`config.mk`:
```
export PLATFORM = sky130hd
export DESIGN_NAME = gls_core
export DESIGN_NICKNAME = d
export VERILOG_FILES = /design/src/shared/gls_pkg.sv /design/src/shared/gls_sense_if.sv /design/src/rtl/gls_core.sv /design/src/rtl/gls_sync.sv
export VERILOG_INCLUDE_DIRS = /design/src /design/src/shared
export SDC_FILE = /design/constraint.sdc
export NUM_CORES = 1
export LEC_CHECK = 0
export BUFFER_PORTS_ARGS = -buffer_cell sky130_fd_sc_hd__buf_2
export CAP_MARGIN = 25
export CORE_ASPECT_RATIO = 0.6
export CORE_MARGIN = 3
export CORE_UTILIZATION = 35
export CTS_CLUSTER_SIZE = 40
export DETAILED_ROUTE_END_ITERATION = 6
export PLACE_DENSITY = 0.65
export SYNTH_ARGS = -nofsm -noshare
export SYNTH_HDL_FRONTEND = slang
export SYNTH_SLANG_ARGS = --single-unit
```
`constraint.sdc`:
```
create_clock -name clk -period 3.7 [get_ports clk]
set_input_delay 0.185 -clock clk [delete_from_list [all_inputs] [get_ports clk]]
set_output_delay 0.185 -clock clk [all_outputs]
set_load 0.01 [all_outputs]
```
`src/shared/gls_params.svh`:
```
// Constants for the guard lock status logic
`ifndef GLS_PARAMS_SVH
`define GLS_PARAMS_SVH
// ****************
// Sensed input bits
// ****************
`define GLS_SN_CODE   0
`define GLS_SN_INS    1
`define GLS_SN_FULL   2
`define GLS_SN_PIN    3
`define GLS_SN_SOL    4
`define GLS_SN_ELEC   5
`define GLS_SN_AUX    6
`define GLS_SN_ESC    7
`define GLS_SN_TENS   8
`define GLS_SN_FAULT  9
`define GLS_SN_GW     10
`define GLS_NSENSE    11
// ****************
// Register map
// ****************
`define GLS_REG_CTRL  4'h0
`define GLS_REG_STAT  4'h4
`define GLS_REG_ACYC  4'h8
`define GLS_CTRL_MON  0
`define GLS_CTRL_CLR  1
`define GLS_CTRL_RST  32'h0000_0000
`define GLS_ACYC_RST  8'h00
// ****************
// Timing
// ****************
`define GLS_CLK_NS    25
`define GLS_CHECK_NS  1000
`define GLS_CHECK_CYC ((`GLS_CHECK_NS + `GLS_CLK_NS - 1) / `GLS_CLK_NS)
`define GLS_BIT_NS    100000
`define GLS_BIT_CYC   (`GLS_BIT_NS / `GLS_CLK_NS)
`define GLS_BLINK_MS  500
`define GLS_BLINK_CYC (`GLS_BLINK_MS * 1000000 / `GLS_CLK_NS)
`define GLS_FRAME_LEN 17
`endif

```
`src/shared/gls_pkg.sv`:
```
// Types for the guard lock status logic
`default_nettype none
package gls_pkg;
    typedef enum logic [1:0] {
        ST_OFF,
        ST_CHECK,
        ST_ON,
        ST_FAULT
    } gls_state_e;
endpackage : gls_pkg
`default_nettype wire

```
`src/shared/gls_sense_if.sv`:
```
// Raw and synchronised sensed inputs
`timescale 1ns/10ps
`default_nettype none
`include "gls_params.svh"
interface gls_sense_if;
    logic [`GLS_NSENSE-1:0] raw;
    logic [`GLS_NSENSE-1:0] sync;
    modport src (output raw, input sync);
    modport snk (input raw, output sync);
endinterface : gls_sense_if
`default_nettype wire
```
`src/rtl/gls_core.sv`:
```
// Guard lock decision logic with Avalon-MM status registers
// Contract
// - Permissible code sets first door signal
// - Lock engages when closed, solenoid unpowered
// - Fault: outputs off, diagnostic red
// - Fault check before every output switch-on
// - Taught configuration selects lock monitoring
// - Monitoring on: release drops outputs, lock flag
// - Monitoring off: opening drops outputs, door flag
// - Lock flag follows active guard locking
// - First door on insertion, held while locked
// - Second door on full insertion, ready
// - Diagnostic flag mirrors indicator condition
// - Manual release flag until command matches
// - Output flag mirrors safety outputs
// - Stuck flag while jammed under tension
// - Gateway frames, else plain monitor output
// - Retract needs electronics and solenoid power
// - Closed locked unpowered: everything on
// - Solenoid powered: lock off, outputs per mode
// - Second door off unless full insertion
// - Auxiliary release frees lock regardless
// - Release unmonitored: lock off, LEDs blink
// - Normal again after closing or solenoid
`timescale 1ns/10ps
`default_nettype none
`include "gls_params.svh"
module gls_core #(
    parameter int BLINK_CYC = `GLS_BLINK_CYC
) (
    input  wire logic        clk,
    input  wire logic        arst_n,
    input  wire logic [3:0]  avsAddress,
    input  wire logic        avsRead,
    input  wire logic        avsWrite,
    input  wire logic [31:0] avsWriteData,
    input  wire logic [3:0]  avsByteEnable,
    output logic [31:0]      avsReadData,
    output logic             avsWaitRequest,
    input  wire logic        codeOk,
    input  wire logic        actInserted,
    input  wire logic        actFull,
    input  wire logic        lockPinExt,
    input  wire logic        solenoidOn,
    input  wire logic        elecOk,
    input  wire logic        auxRelease,
    input  wire logic        escRelease,
    input  wire logic        tensile,
    input  wire logic        faultDet,
    input  wire logic        gatewayPresent,
    output logic             safe_out_a,
    output logic             safe_out_b,
    output logic             pinRetract,
    output logic             door_pos_first,
    output logic             door_pos_second,
    output logic             guard_locked_flag,
    output logic             diagnostic_flag,
    output logic             manual_release_flag,
    output logic             outputs_on_flag,
    output logic             stuck_lock_flag,
    output logic             diag_indicator,
    output logic             stateLedWhite,
    output logic             stateLedOrange,
    output logic             lockLedOrange,
    output logic             commOut
);
    // ****************
    // Reset and input synchronisation
    // ****************
    logic [1:0] rstSync_q;
    logic       rstN;
    always_ff @(posedge clk or negedge arst_n) begin
        if (!arst_n) rstSync_q <= 2'b00;
        else         rstSync_q <= {rstSync_q[0], 1'b1};
    end
    assign rstN = rstSync_q[1];

    gls_sense_if sense ();
    assign sense.raw = {gatewayPresent, faultDet, tensile, escRelease,
                        auxRelease, elecOk, solenoidOn, lockPinExt,
                        actFull, actInserted, codeOk};
    gls_sync u_sync (.clk(clk), .rstN(rstN), .sense(sense));

    logic snCode, snIns, snFull, snPin, snSol, snElec;
    logic snAux, snEsc, snTens, snFault, snGw;
    assign snCode  = sense.sync[`GLS_SN_CODE];
    assign snIns   = sense.sync[`GLS_SN_INS];
    assign snFull  = sense.sync[`GLS_SN_FULL];
    assign snPin   = sense.sync[`GLS_SN_PIN];
    assign snSol   = sense.sync[`GLS_SN_SOL];
    assign snElec  = sense.sync[`GLS_SN_ELEC];
    assign snAux   = sense.sync[`GLS_SN_AUX];
    assign snEsc   = sense.sync[`GLS_SN_ESC];
    assign snTens  = sense.sync[`GLS_SN_TENS];
    assign snFault = sense.sync[`GLS_SN_FAULT];
    assign snGw    = sense.sync[`GLS_SN_GW];

    // ****************
    // Register bus
    // ****************
    logic        ack_q;
    logic        lockMonEn_q;
    logic        faultClr;
    logic [7:0]  acyc_q;
    logic        acycPend_q;
    logic        acycTake;
    logic [7:0]  statusVec;
    logic        wrTaken;
    assign avsWaitRequest = (avsRead | avsWrite) & ~ack_q;
    assign wrTaken  = avsWrite & ack_q;
    assign faultClr = wrTaken && avsAddress == `GLS_REG_CTRL
                      && avsByteEnable[0] && avsWriteData[`GLS_CTRL_CLR];

    // One wait cycle per access; answer at the second edge
    always_ff @(posedge clk or negedge rstN) begin
        if (!rstN)      ack_q <= 1'b0;
        else if (ack_q) ack_q <= 1'b0;
        else            ack_q <= avsRead | avsWrite;
    end

    // Taught configuration actuator lands here
    always_ff @(posedge clk or negedge rstN) begin
        if (!rstN)
            lockMonEn_q <= 1'(`GLS_CTRL_RST);
        else if (wrTaken && avsAddress == `GLS_REG_CTRL && avsByteEnable[0])
            lockMonEn_q <= avsWriteData[`GLS_CTRL_MON];
    end

    // A new write wins over the frame taking the old byte
    always_ff @(posedge clk or negedge rstN) begin
        if (!rstN) begin
            acyc_q     <= `GLS_ACYC_RST;
            acycPend_q <= 1'b0;
        end else if (wrTaken && avsAddress == `GLS_REG_ACYC && avsByteEnable[0]) begin
            acyc_q     <= avsWriteData[7:0];
            acycPend_q <= 1'b1;
        end else if (acycTake) begin
            acycPend_q <= 1'b0;
        end
    end

    always_ff @(posedge clk or negedge rstN) begin
        if (!rstN) begin
            avsReadData <= 32'h0000_0000;
        end else if (avsRead && !ack_q) begin
            case (avsAddress)
                `GLS_REG_CTRL: avsReadData <= {31'h0, lockMonEn_q};
                `GLS_REG_STAT: avsReadData <= {24'h0, statusVec};
                `GLS_REG_ACYC: avsReadData <= {23'h0, acycPend_q, acyc_q};
                default:       avsReadData <= 32'h0000_0000;
            endcase
        end
    end

    // ****************
    // Locking and release
    // ****************
    logic released, closed, lockActive, cmdLock, rawRetract;
    logic manRel_q;
    assign released   = snAux | snEsc;
    assign closed     = snCode & snIns;
    assign rawRetract = snElec & snSol;
    assign cmdLock    = ~snSol;
    // A release frees the pin whatever the solenoid does
    assign lockActive = snPin & closed & snFull & ~released;

    // Set wins over clear
    always_ff @(posedge clk or negedge rstN) begin
        if (!rstN)
            manRel_q <= 1'b0;
        else if (released)
            manRel_q <= 1'b1;
        else if ((cmdLock == lockActive) && (closed | snSol))
            manRel_q <= 1'b0;
    end

    always_ff @(posedge clk or negedge rstN) begin
        if (!rstN) pinRetract <= 1'b0;
        else       pinRetract <= rawRetract;
    end

    // ****************
    // Safety output sequencing
    // ****************
    gls_pkg::gls_state_e state_q;
    logic [5:0] chk_q;
    logic       wantOn;
    // Monitoring on needs the lock; off needs only the closed guard
    assign wantOn = lockMonEn_q ? (lockActive & snFull)
                                : closed;

    always_ff @(posedge clk or negedge rstN) begin
        if (!rstN) begin
            state_q <= gls_pkg::ST_OFF;
        end else if (snFault) begin
            state_q <= gls_pkg::ST_FAULT;
        end else begin
            case (state_q)
                gls_pkg::ST_OFF:
                    if (wantOn) state_q <= gls_pkg::ST_CHECK;
                gls_pkg::ST_CHECK:
                    if (!wantOn)
                        state_q <= gls_pkg::ST_OFF;
                    else if (chk_q == 6'(`GLS_CHECK_CYC - 1))
                        state_q <= gls_pkg::ST_ON;
                gls_pkg::ST_ON:
                    if (!wantOn) state_q <= gls_pkg::ST_OFF;
                gls_pkg::ST_FAULT:
                    if (faultClr) state_q <= gls_pkg::ST_OFF;
                default:
                    state_q <= gls_pkg::ST_FAULT;
            endcase
        end
    end

    // Fault input is watched for the full check window
    always_ff @(posedge clk or negedge rstN) begin
        if (!rstN)                          chk_q <= 6'h00;
        else if (state_q == gls_pkg::ST_CHECK) chk_q <= chk_q + 6'h01;
        else                                chk_q <= 6'h00;
    end

    // ****************
    // Status flags
    // ****************
    logic onNow, diagNow;
    assign onNow   = state_q == gls_pkg::ST_ON && wantOn && !snFault;
    assign diagNow = state_q == gls_pkg::ST_FAULT;

    always_ff @(posedge clk or negedge rstN) begin
        if (!rstN) begin
            safe_out_a      <= 1'b0;
            safe_out_b      <= 1'b0;
            outputs_on_flag <= 1'b0;
        end else begin
            safe_out_a      <= onNow;
            safe_out_b      <= onNow;
            outputs_on_flag <= onNow;
        end
    end

    always_ff @(posedge clk or negedge rstN) begin
        if (!rstN) begin
            door_pos_first      <= 1'b0;
            door_pos_second     <= 1'b0;
            guard_locked_flag   <= 1'b0;
            diagnostic_flag     <= 1'b0;
            manual_release_flag <= 1'b0;
            stuck_lock_flag     <= 1'b0;
        end else begin
            door_pos_first      <= closed | lockActive;
            door_pos_second     <= closed & snFull;
            guard_locked_flag   <= lockActive;
            diagnostic_flag     <= diagNow;
            manual_release_flag <= manRel_q;
            // Retract commanded but pin held by pull on the actuator
            stuck_lock_flag <= rawRetract & snPin & snTens;
        end
    end

    // ****************
    // Indicators
    // ****************
    logic [24:0] blinkCnt_q;
    logic        blink_q;
    always_ff @(posedge clk or negedge rstN) begin
        if (!rstN) begin
            blinkCnt_q <= 25'h0;
            blink_q    <= 1'b0;
        end else if (blinkCnt_q == 25'(BLINK_CYC - 1)) begin
            blinkCnt_q <= 25'h0;
            blink_q    <= ~blink_q;
        end else begin
            blinkCnt_q <= blinkCnt_q + 25'h1;
        end
    end

    logic relBlink;
    assign relBlink = manRel_q & ~lockMonEn_q;
    always_ff @(posedge clk or negedge rstN) begin
        if (!rstN) begin
            diag_indicator <= 1'b0;
            stateLedWhite  <= 1'b0;
            stateLedOrange <= 1'b0;
            lockLedOrange  <= 1'b0;
        end else begin
            // Steady while the fault persists, flashing once it is gone
            diag_indicator <= diagNow & (snFault | blink_q);
            stateLedWhite  <= relBlink ? ~blink_q : 1'b1;
            stateLedOrange <= relBlink & blink_q;
            lockLedOrange  <= relBlink ? blink_q : lockActive;
        end
    end

    // ****************
    // Communication output
    // ****************
    logic [11:0]                 bitCnt_q;
    logic [4:0]                  frmCnt_q;
    logic [`GLS_FRAME_LEN-1:0]   shift_q;
    logic                        bitTick;
    assign statusVec = {acycPend_q, stuck_lock_flag, outputs_on_flag,
                        manual_release_flag, diagnostic_flag, guard_locked_flag,
                        door_pos_second, door_pos_first};
    assign bitTick  = bitCnt_q == 12'(`GLS_BIT_CYC - 1);
    assign acycTake = bitTick && snGw && frmCnt_q == 5'h00;

    always_ff @(posedge clk or negedge rstN) begin
        if (!rstN)                 bitCnt_q <= 12'h000;
        else if (!snGw || bitTick) bitCnt_q <= 12'h000;
        else                       bitCnt_q <= bitCnt_q + 12'h001;
    end

    // Frame: start bit, status byte, acyclic byte, LSB first
    always_ff @(posedge clk or negedge rstN) begin
        if (!rstN) begin
            frmCnt_q <= 5'h00;
            shift_q  <= '1;
        end else if (!snGw) begin
            frmCnt_q <= 5'h00;
            shift_q  <= '1;
        end else if (bitTick) begin
            if (frmCnt_q == 5'h00) begin
                shift_q  <= {(acycPend_q ? acyc_q : 8'h00), statusVec, 1'b0};
                frmCnt_q <= 5'(`GLS_FRAME_LEN);
            end else begin
                shift_q  <= {1'b1, shift_q[`GLS_FRAME_LEN-1:1]};
                frmCnt_q <= frmCnt_q - 5'h01;
            end
        end
    end

    always_ff @(posedge clk or negedge rstN) begin
        if (!rstN) commOut <= 1'b0;
        else       commOut <= snGw ? shift_q[0] : (closed | lockActive);
    end

    // ****************
    // Assertions
    // ****************
    fault_off_a: assert property (@(posedge clk) disable iff (!rstN)
        state_q == gls_pkg::ST_FAULT |=> !safe_out_a && !safe_out_b && diagnostic_flag)
        else $error("safety outputs on during fault");
    check_first_a: assert property (@(posedge clk) disable iff (!rstN)
        state_q == gls_pkg::ST_ON && $past(state_q) != gls_pkg::ST_ON
        |-> $past(state_q) == gls_pkg::ST_CHECK && $past(chk_q) == 6'(`GLS_CHECK_CYC - 1))
        else $error("outputs enabled without full check");
    mon_release_a: assert property (@(posedge clk) disable iff (!rstN)
        lockMonEn_q && !lockActive |=> !safe_out_a && !guard_locked_flag)
        else $error("outputs on after lock release");
    open_off_a: assert property (@(posedge clk) disable iff (!rstN)
        !lockMonEn_q && !closed && !lockActive |=> !safe_out_b && !door_pos_first)
        else $error("outputs on with guard open");
    locked_flag_a: assert property (@(posedge clk) disable iff (!rstN)
        ##1 guard_locked_flag == $past(lockActive))
        else $error("lock flag does not follow lock");
    second_door_a: assert property (@(posedge clk) disable iff (!rstN)
        door_pos_second |-> $past(snFull) && $past(closed))
        else $error("second door without full insertion");
    out_flag_a: assert property (@(posedge clk) disable iff (!rstN)
        outputs_on_flag == safe_out_a && safe_out_a == safe_out_b
        && (!safe_out_a || $past(state_q) == gls_pkg::ST_ON))
        else $error("output flag differs from outputs");
    retract_pwr_a: assert property (@(posedge clk) disable iff (!rstN)
        pinRetract |-> $past(snElec) && $past(snSol))
        else $error("retract without both supplies");
    rel_flag_a: assert property (@(posedge clk) disable iff (!rstN)
        released |=> ##1 manual_release_flag)
        else $error("release flag missing");
    stuck_set_a: assert property (@(posedge clk) disable iff (!rstN)
        rawRetract && snPin && snTens |=> stuck_lock_flag)
        else $error("stuck flag missing");
endmodule : gls_core
`default_nettype wire

```
`src/rtl/gls_sync.sv`:
```
// Two-stage synchroniser bank for sensed inputs
`timescale 1ns/10ps
`default_nettype none
`include "gls_params.svh"
module gls_sync (
    input wire logic  clk,
    input wire logic  rstN,
    gls_sense_if.snk  sense
);
    logic [`GLS_NSENSE-1:0] meta_q;
    logic [`GLS_NSENSE-1:0] sync_q;

    genvar i;
    generate
        for (i = 0; i < `GLS_NSENSE; i++) begin : g_bit
            always_ff @(posedge clk or negedge rstN) begin
                if (!rstN) begin
                    meta_q[i] <= 1'b0;
                    sync_q[i] <= 1'b0;
                end else begin
                    meta_q[i] <= sense.raw[i];
                    sync_q[i] <= meta_q[i];
                end
            end
        end
    endgenerate

    assign sense.sync = sync_q;
endmodule : gls_sync
`default_nettype wire

```
==> impl_metrics.py <==
metrics = {
    "power": {
        "pwr_density_cell_nw_per_um2": 509.4,
        "leakagePower_uw": 0.003114,
        "vdd_drop_max_mv": 0.3285,
    },
    "clocking": {
        "hold_buffers": 14,
        "cts_buffers": 17,
        "cts_setup_buffers": 0,
        "clock-sinks": 126,
        "cts.repair.resized": 0,
        "h-tree-depth": 4,
        "cts.path.max_buffers": 2,
        "cts_tree": "built",
        "clock_latency_ns": 0.41,
        "root_buffer": "clkbuf_16",
        "clkTransAtPathRegs_ns": 0.06,
    },
    "floorplanning": {
        "dieWidth_um": 167.1,
        "die_h_um": 102.7,
        "die_area_um2": 17150,
        "row_count": 34,
        "initial_utilization": 0.3671,
        "core_area_um2": 14850,
        "io_pins": 103,
    },
    "worst_setup_path": {
        "worstPathRequired_ns": 3.95,
        "slowest_stage": "nor4_4",
        "end_kind": "flop",
        "cp-start-kind": "flop",
        "path_class": "reg2reg",
        "crit_arrival_ns": 2.51,
        "slowest_delay_ns": 0.81,
        "path_cells": "ha_1 > and4_2 > nand3_2 > nor4_4 > xor2_1",
        "critPathMaxFanout": 14,
    },
    "yosys": {
        "synth_edf_count": 0,
        "ys.flop_type": "dfrtp_1",
        "synthCells": 489,
        "ys_ff_latch": 126,
        "synth_area_um2": 5450,
        "async_reset_ff_frac": 1.000,
        "ys_seq_area_frac": 0.5824,
        "yosysUniqueCellTypes": 53,
        "ys_warn_count": 0,
        "syn_avg_cell_area_um2": 11.15,
    },
    "min_path": {
        "min_path_type": "in2reg",
    },
    "flow_run": {
        "maxCapViolCount": 0,
    },
    "finish": {
        "drive_above_1_share": 0.2183,
        "multiInputGateArea_um2": 2041,
        "nets": 614,
        "diodes": 0,
        "n_fill_cell": 1362,
        "area_delta_synth_final_pct": 20.22,
        "seqCellArea_um2": 3178,
    },
    "sta": {
        "slew_headroom": 0.4397,
        "finClkSkew_ns": 0.01438,
        "clock.fmax_ghz": 0.4418,
        "fin_crit_sh": 0.6118,
        "period_needed_ns": 2.264,
        "tightest_slew_ns": 0.8341,
        "rsz0062_at_grt": "false",
        "hold_viol_final": 0,
        "finalMaxSlewViolations": 0,
        "setup_viol": 0,
        "setup_slack_ns": 1.436,
        "final.setup.tns_ns": 0,
    },
    "detailed_routing": {
        "wire_per_inst_um": 15.34,
        "vias": 3802,
        "firstDrtPassIters": 5,
        "ant_nets": 0,
        "drt_iter0_markers": 288,
        "wl_um": 11750,
        "drt-vias-per-instance": 4.963,
        "drc": 0,
    },
    "placed_design": {
        "portBuffers": 52,
        "place_ws_ns": 1.427,
        "dp_hpwl_um": 8090,
        "place.gp.congestion": 0.8094,
    },
    "global_routing": {
        "grt_pass1_vias": 3606,
        "grt_max_degree": 68,
        "antenna_found_initial": 0,
        "grt.overflow.total": 0,
        "grt_usage": 0.1424,
        "grt_pass1_wl_um": 19200,
    },
    "status": {
        "status": "completed",
    },
}
[sequential cells by signal, indices dropped and copies added (netlist names), 2 cells and up]
signal / flops
state_q: 2
rstSync_q: 2
bitCnt_q: 12
acyc_q: 8
blinkCnt_q: 25
u_sync.meta_q: 11
chk_q: 6
shift_q: 17
frmCnt_q: 5
avsReadData: 9
u_sync.sense.sync: 11
[cells in the mapped netlist, types with 3 or more instances]
library cell	count	area, µm²
nand4_1	15	93.84
buf_4	26	195.2
o211ai_1	17	127.6
clkbuf_1	12	45.04
xnor2_1	15	131.4
ha_1	4	50.05
buf_2	4	20.02
a22oi_1	7	52.55
nand3_1	14	70.07
dfstp_2	17	446.7
nor3_1	11	55.05
nor2b_1	4	25.02
inv_1	10	37.54
dfrtp_1	109	2728
mux2i_1	10	100.1
and2_1	5	31.28
or4_1	6	45.04
nand2_1	53	198.9
or3_1	3	18.77
o21ai_0	14	70.07
xor2_1	17	148.9
a21oi_1	17	85.08
nor4b_1	3	26.28
and3_1	14	87.58
mux2_2	9	101.4
nor4_1	4	25.02
nor2_1	32	120.1
o31ai_1	5	37.54
[power breakdown]
group	total (µW)	switching (µW)	internal (µW)
Sequential	1480	56.4	1430
Clock	1700	618	1080
Combinational	155	88.2	66.8
[logic make-up after synthesis]
family,count (synthesis),synth area share
mux,19,0.03696
other cells,2,0.001378
simple gates,181,0.1756
flops,126,0.5824
fa+ha+maj,4,0.009183
buf+inv,55,0.05946
xor+xnor,32,0.05142
compound gates,70,0.08357
[path summary, 6_finish.rpt]
check,start,endpoint,slack (ns),depth (start not counted)
max in group asynchronous,rstSync_q[1],shift_q[14],2.43,1
min in group asynchronous,arst_n,rstSync_q[1],0.08,2
worst min register to register,u_sync.meta_q[6],u_sync.sense.sync[6],0.35,0
worst max-delay path,blinkCnt_q[0],blink_q,1.44,5
worst min-delay path,avsWriteData[3],acyc_q[3],0.03,2
worst max register to register,blinkCnt_q[0],blink_q,1.44,5
[layer usage]
metal	GRT usage	wire length (µm)
met1	0.2030	5866
met2	0.2103	5147
met3	0.04674	639
met4	0.03929	98
met5	0	0
[metrics by stage]
| stage | std cells | cell area [µm²] | total power [µW] | hold slack, ns | utilization |
|---|---|---|---|---|---|
| finish | 766 | 6553 | 3338 | 0.02587 | 0.4413 |
| global route | 766 | 6553 | 3472 | 0.004497 | 0.4413 |
| CTS | 766 | 6553 | 3379 | 0.004401 | 0.4413 |
| detailed placement | 720 | 5807 | 1653 | -0.02750 | 0.3911 |
| global placement | 720 | 5807 | 1645 | -0.02873 | 0.3911 |
| floorplan | 511 | 5534 | 1598 | -0.1106 | - |
[critical path: cells and delay by family (launching register included)]
family	cells	cell delay, ns
xor+xnor	1	0.14
fa+ha+maj	1	0.25
flops	1	0.40
simple gates	3	1.31
[cells in the final DEF (no fill, tap or decap), types with 15 or more instances in the layout]
master     Yosys  routed
a21oi_1       17      17
buf_2          4      52
clkbuf_16      0      17
conb_1         2      24
dfrtp_1      109     108
dfstp_2       17      17
nand2_1       53      53
nand4_1       15      15
nor2_1        32      32
o211ai_1      17      17
xnor2_1       15      15
xor2_1        17      17
[final cells by class]
| class | instances | area share |
|---|---|---|
| Multi-Input combinational cell | 330 | 0.3114 |
| Timing Repair Buffer | 70 | 0.06760 |
| Sequential cell | 126 | 0.4850 |
| Clock buffer | 19 | 0.06760 |
| Tap cell | 198 | 0.03781 |
| Clock inverter | 13 | 0.02482 |
| Inverter | 10 | 0.005728 |
No activity file was read; power rests on OpenSTA's default activity.
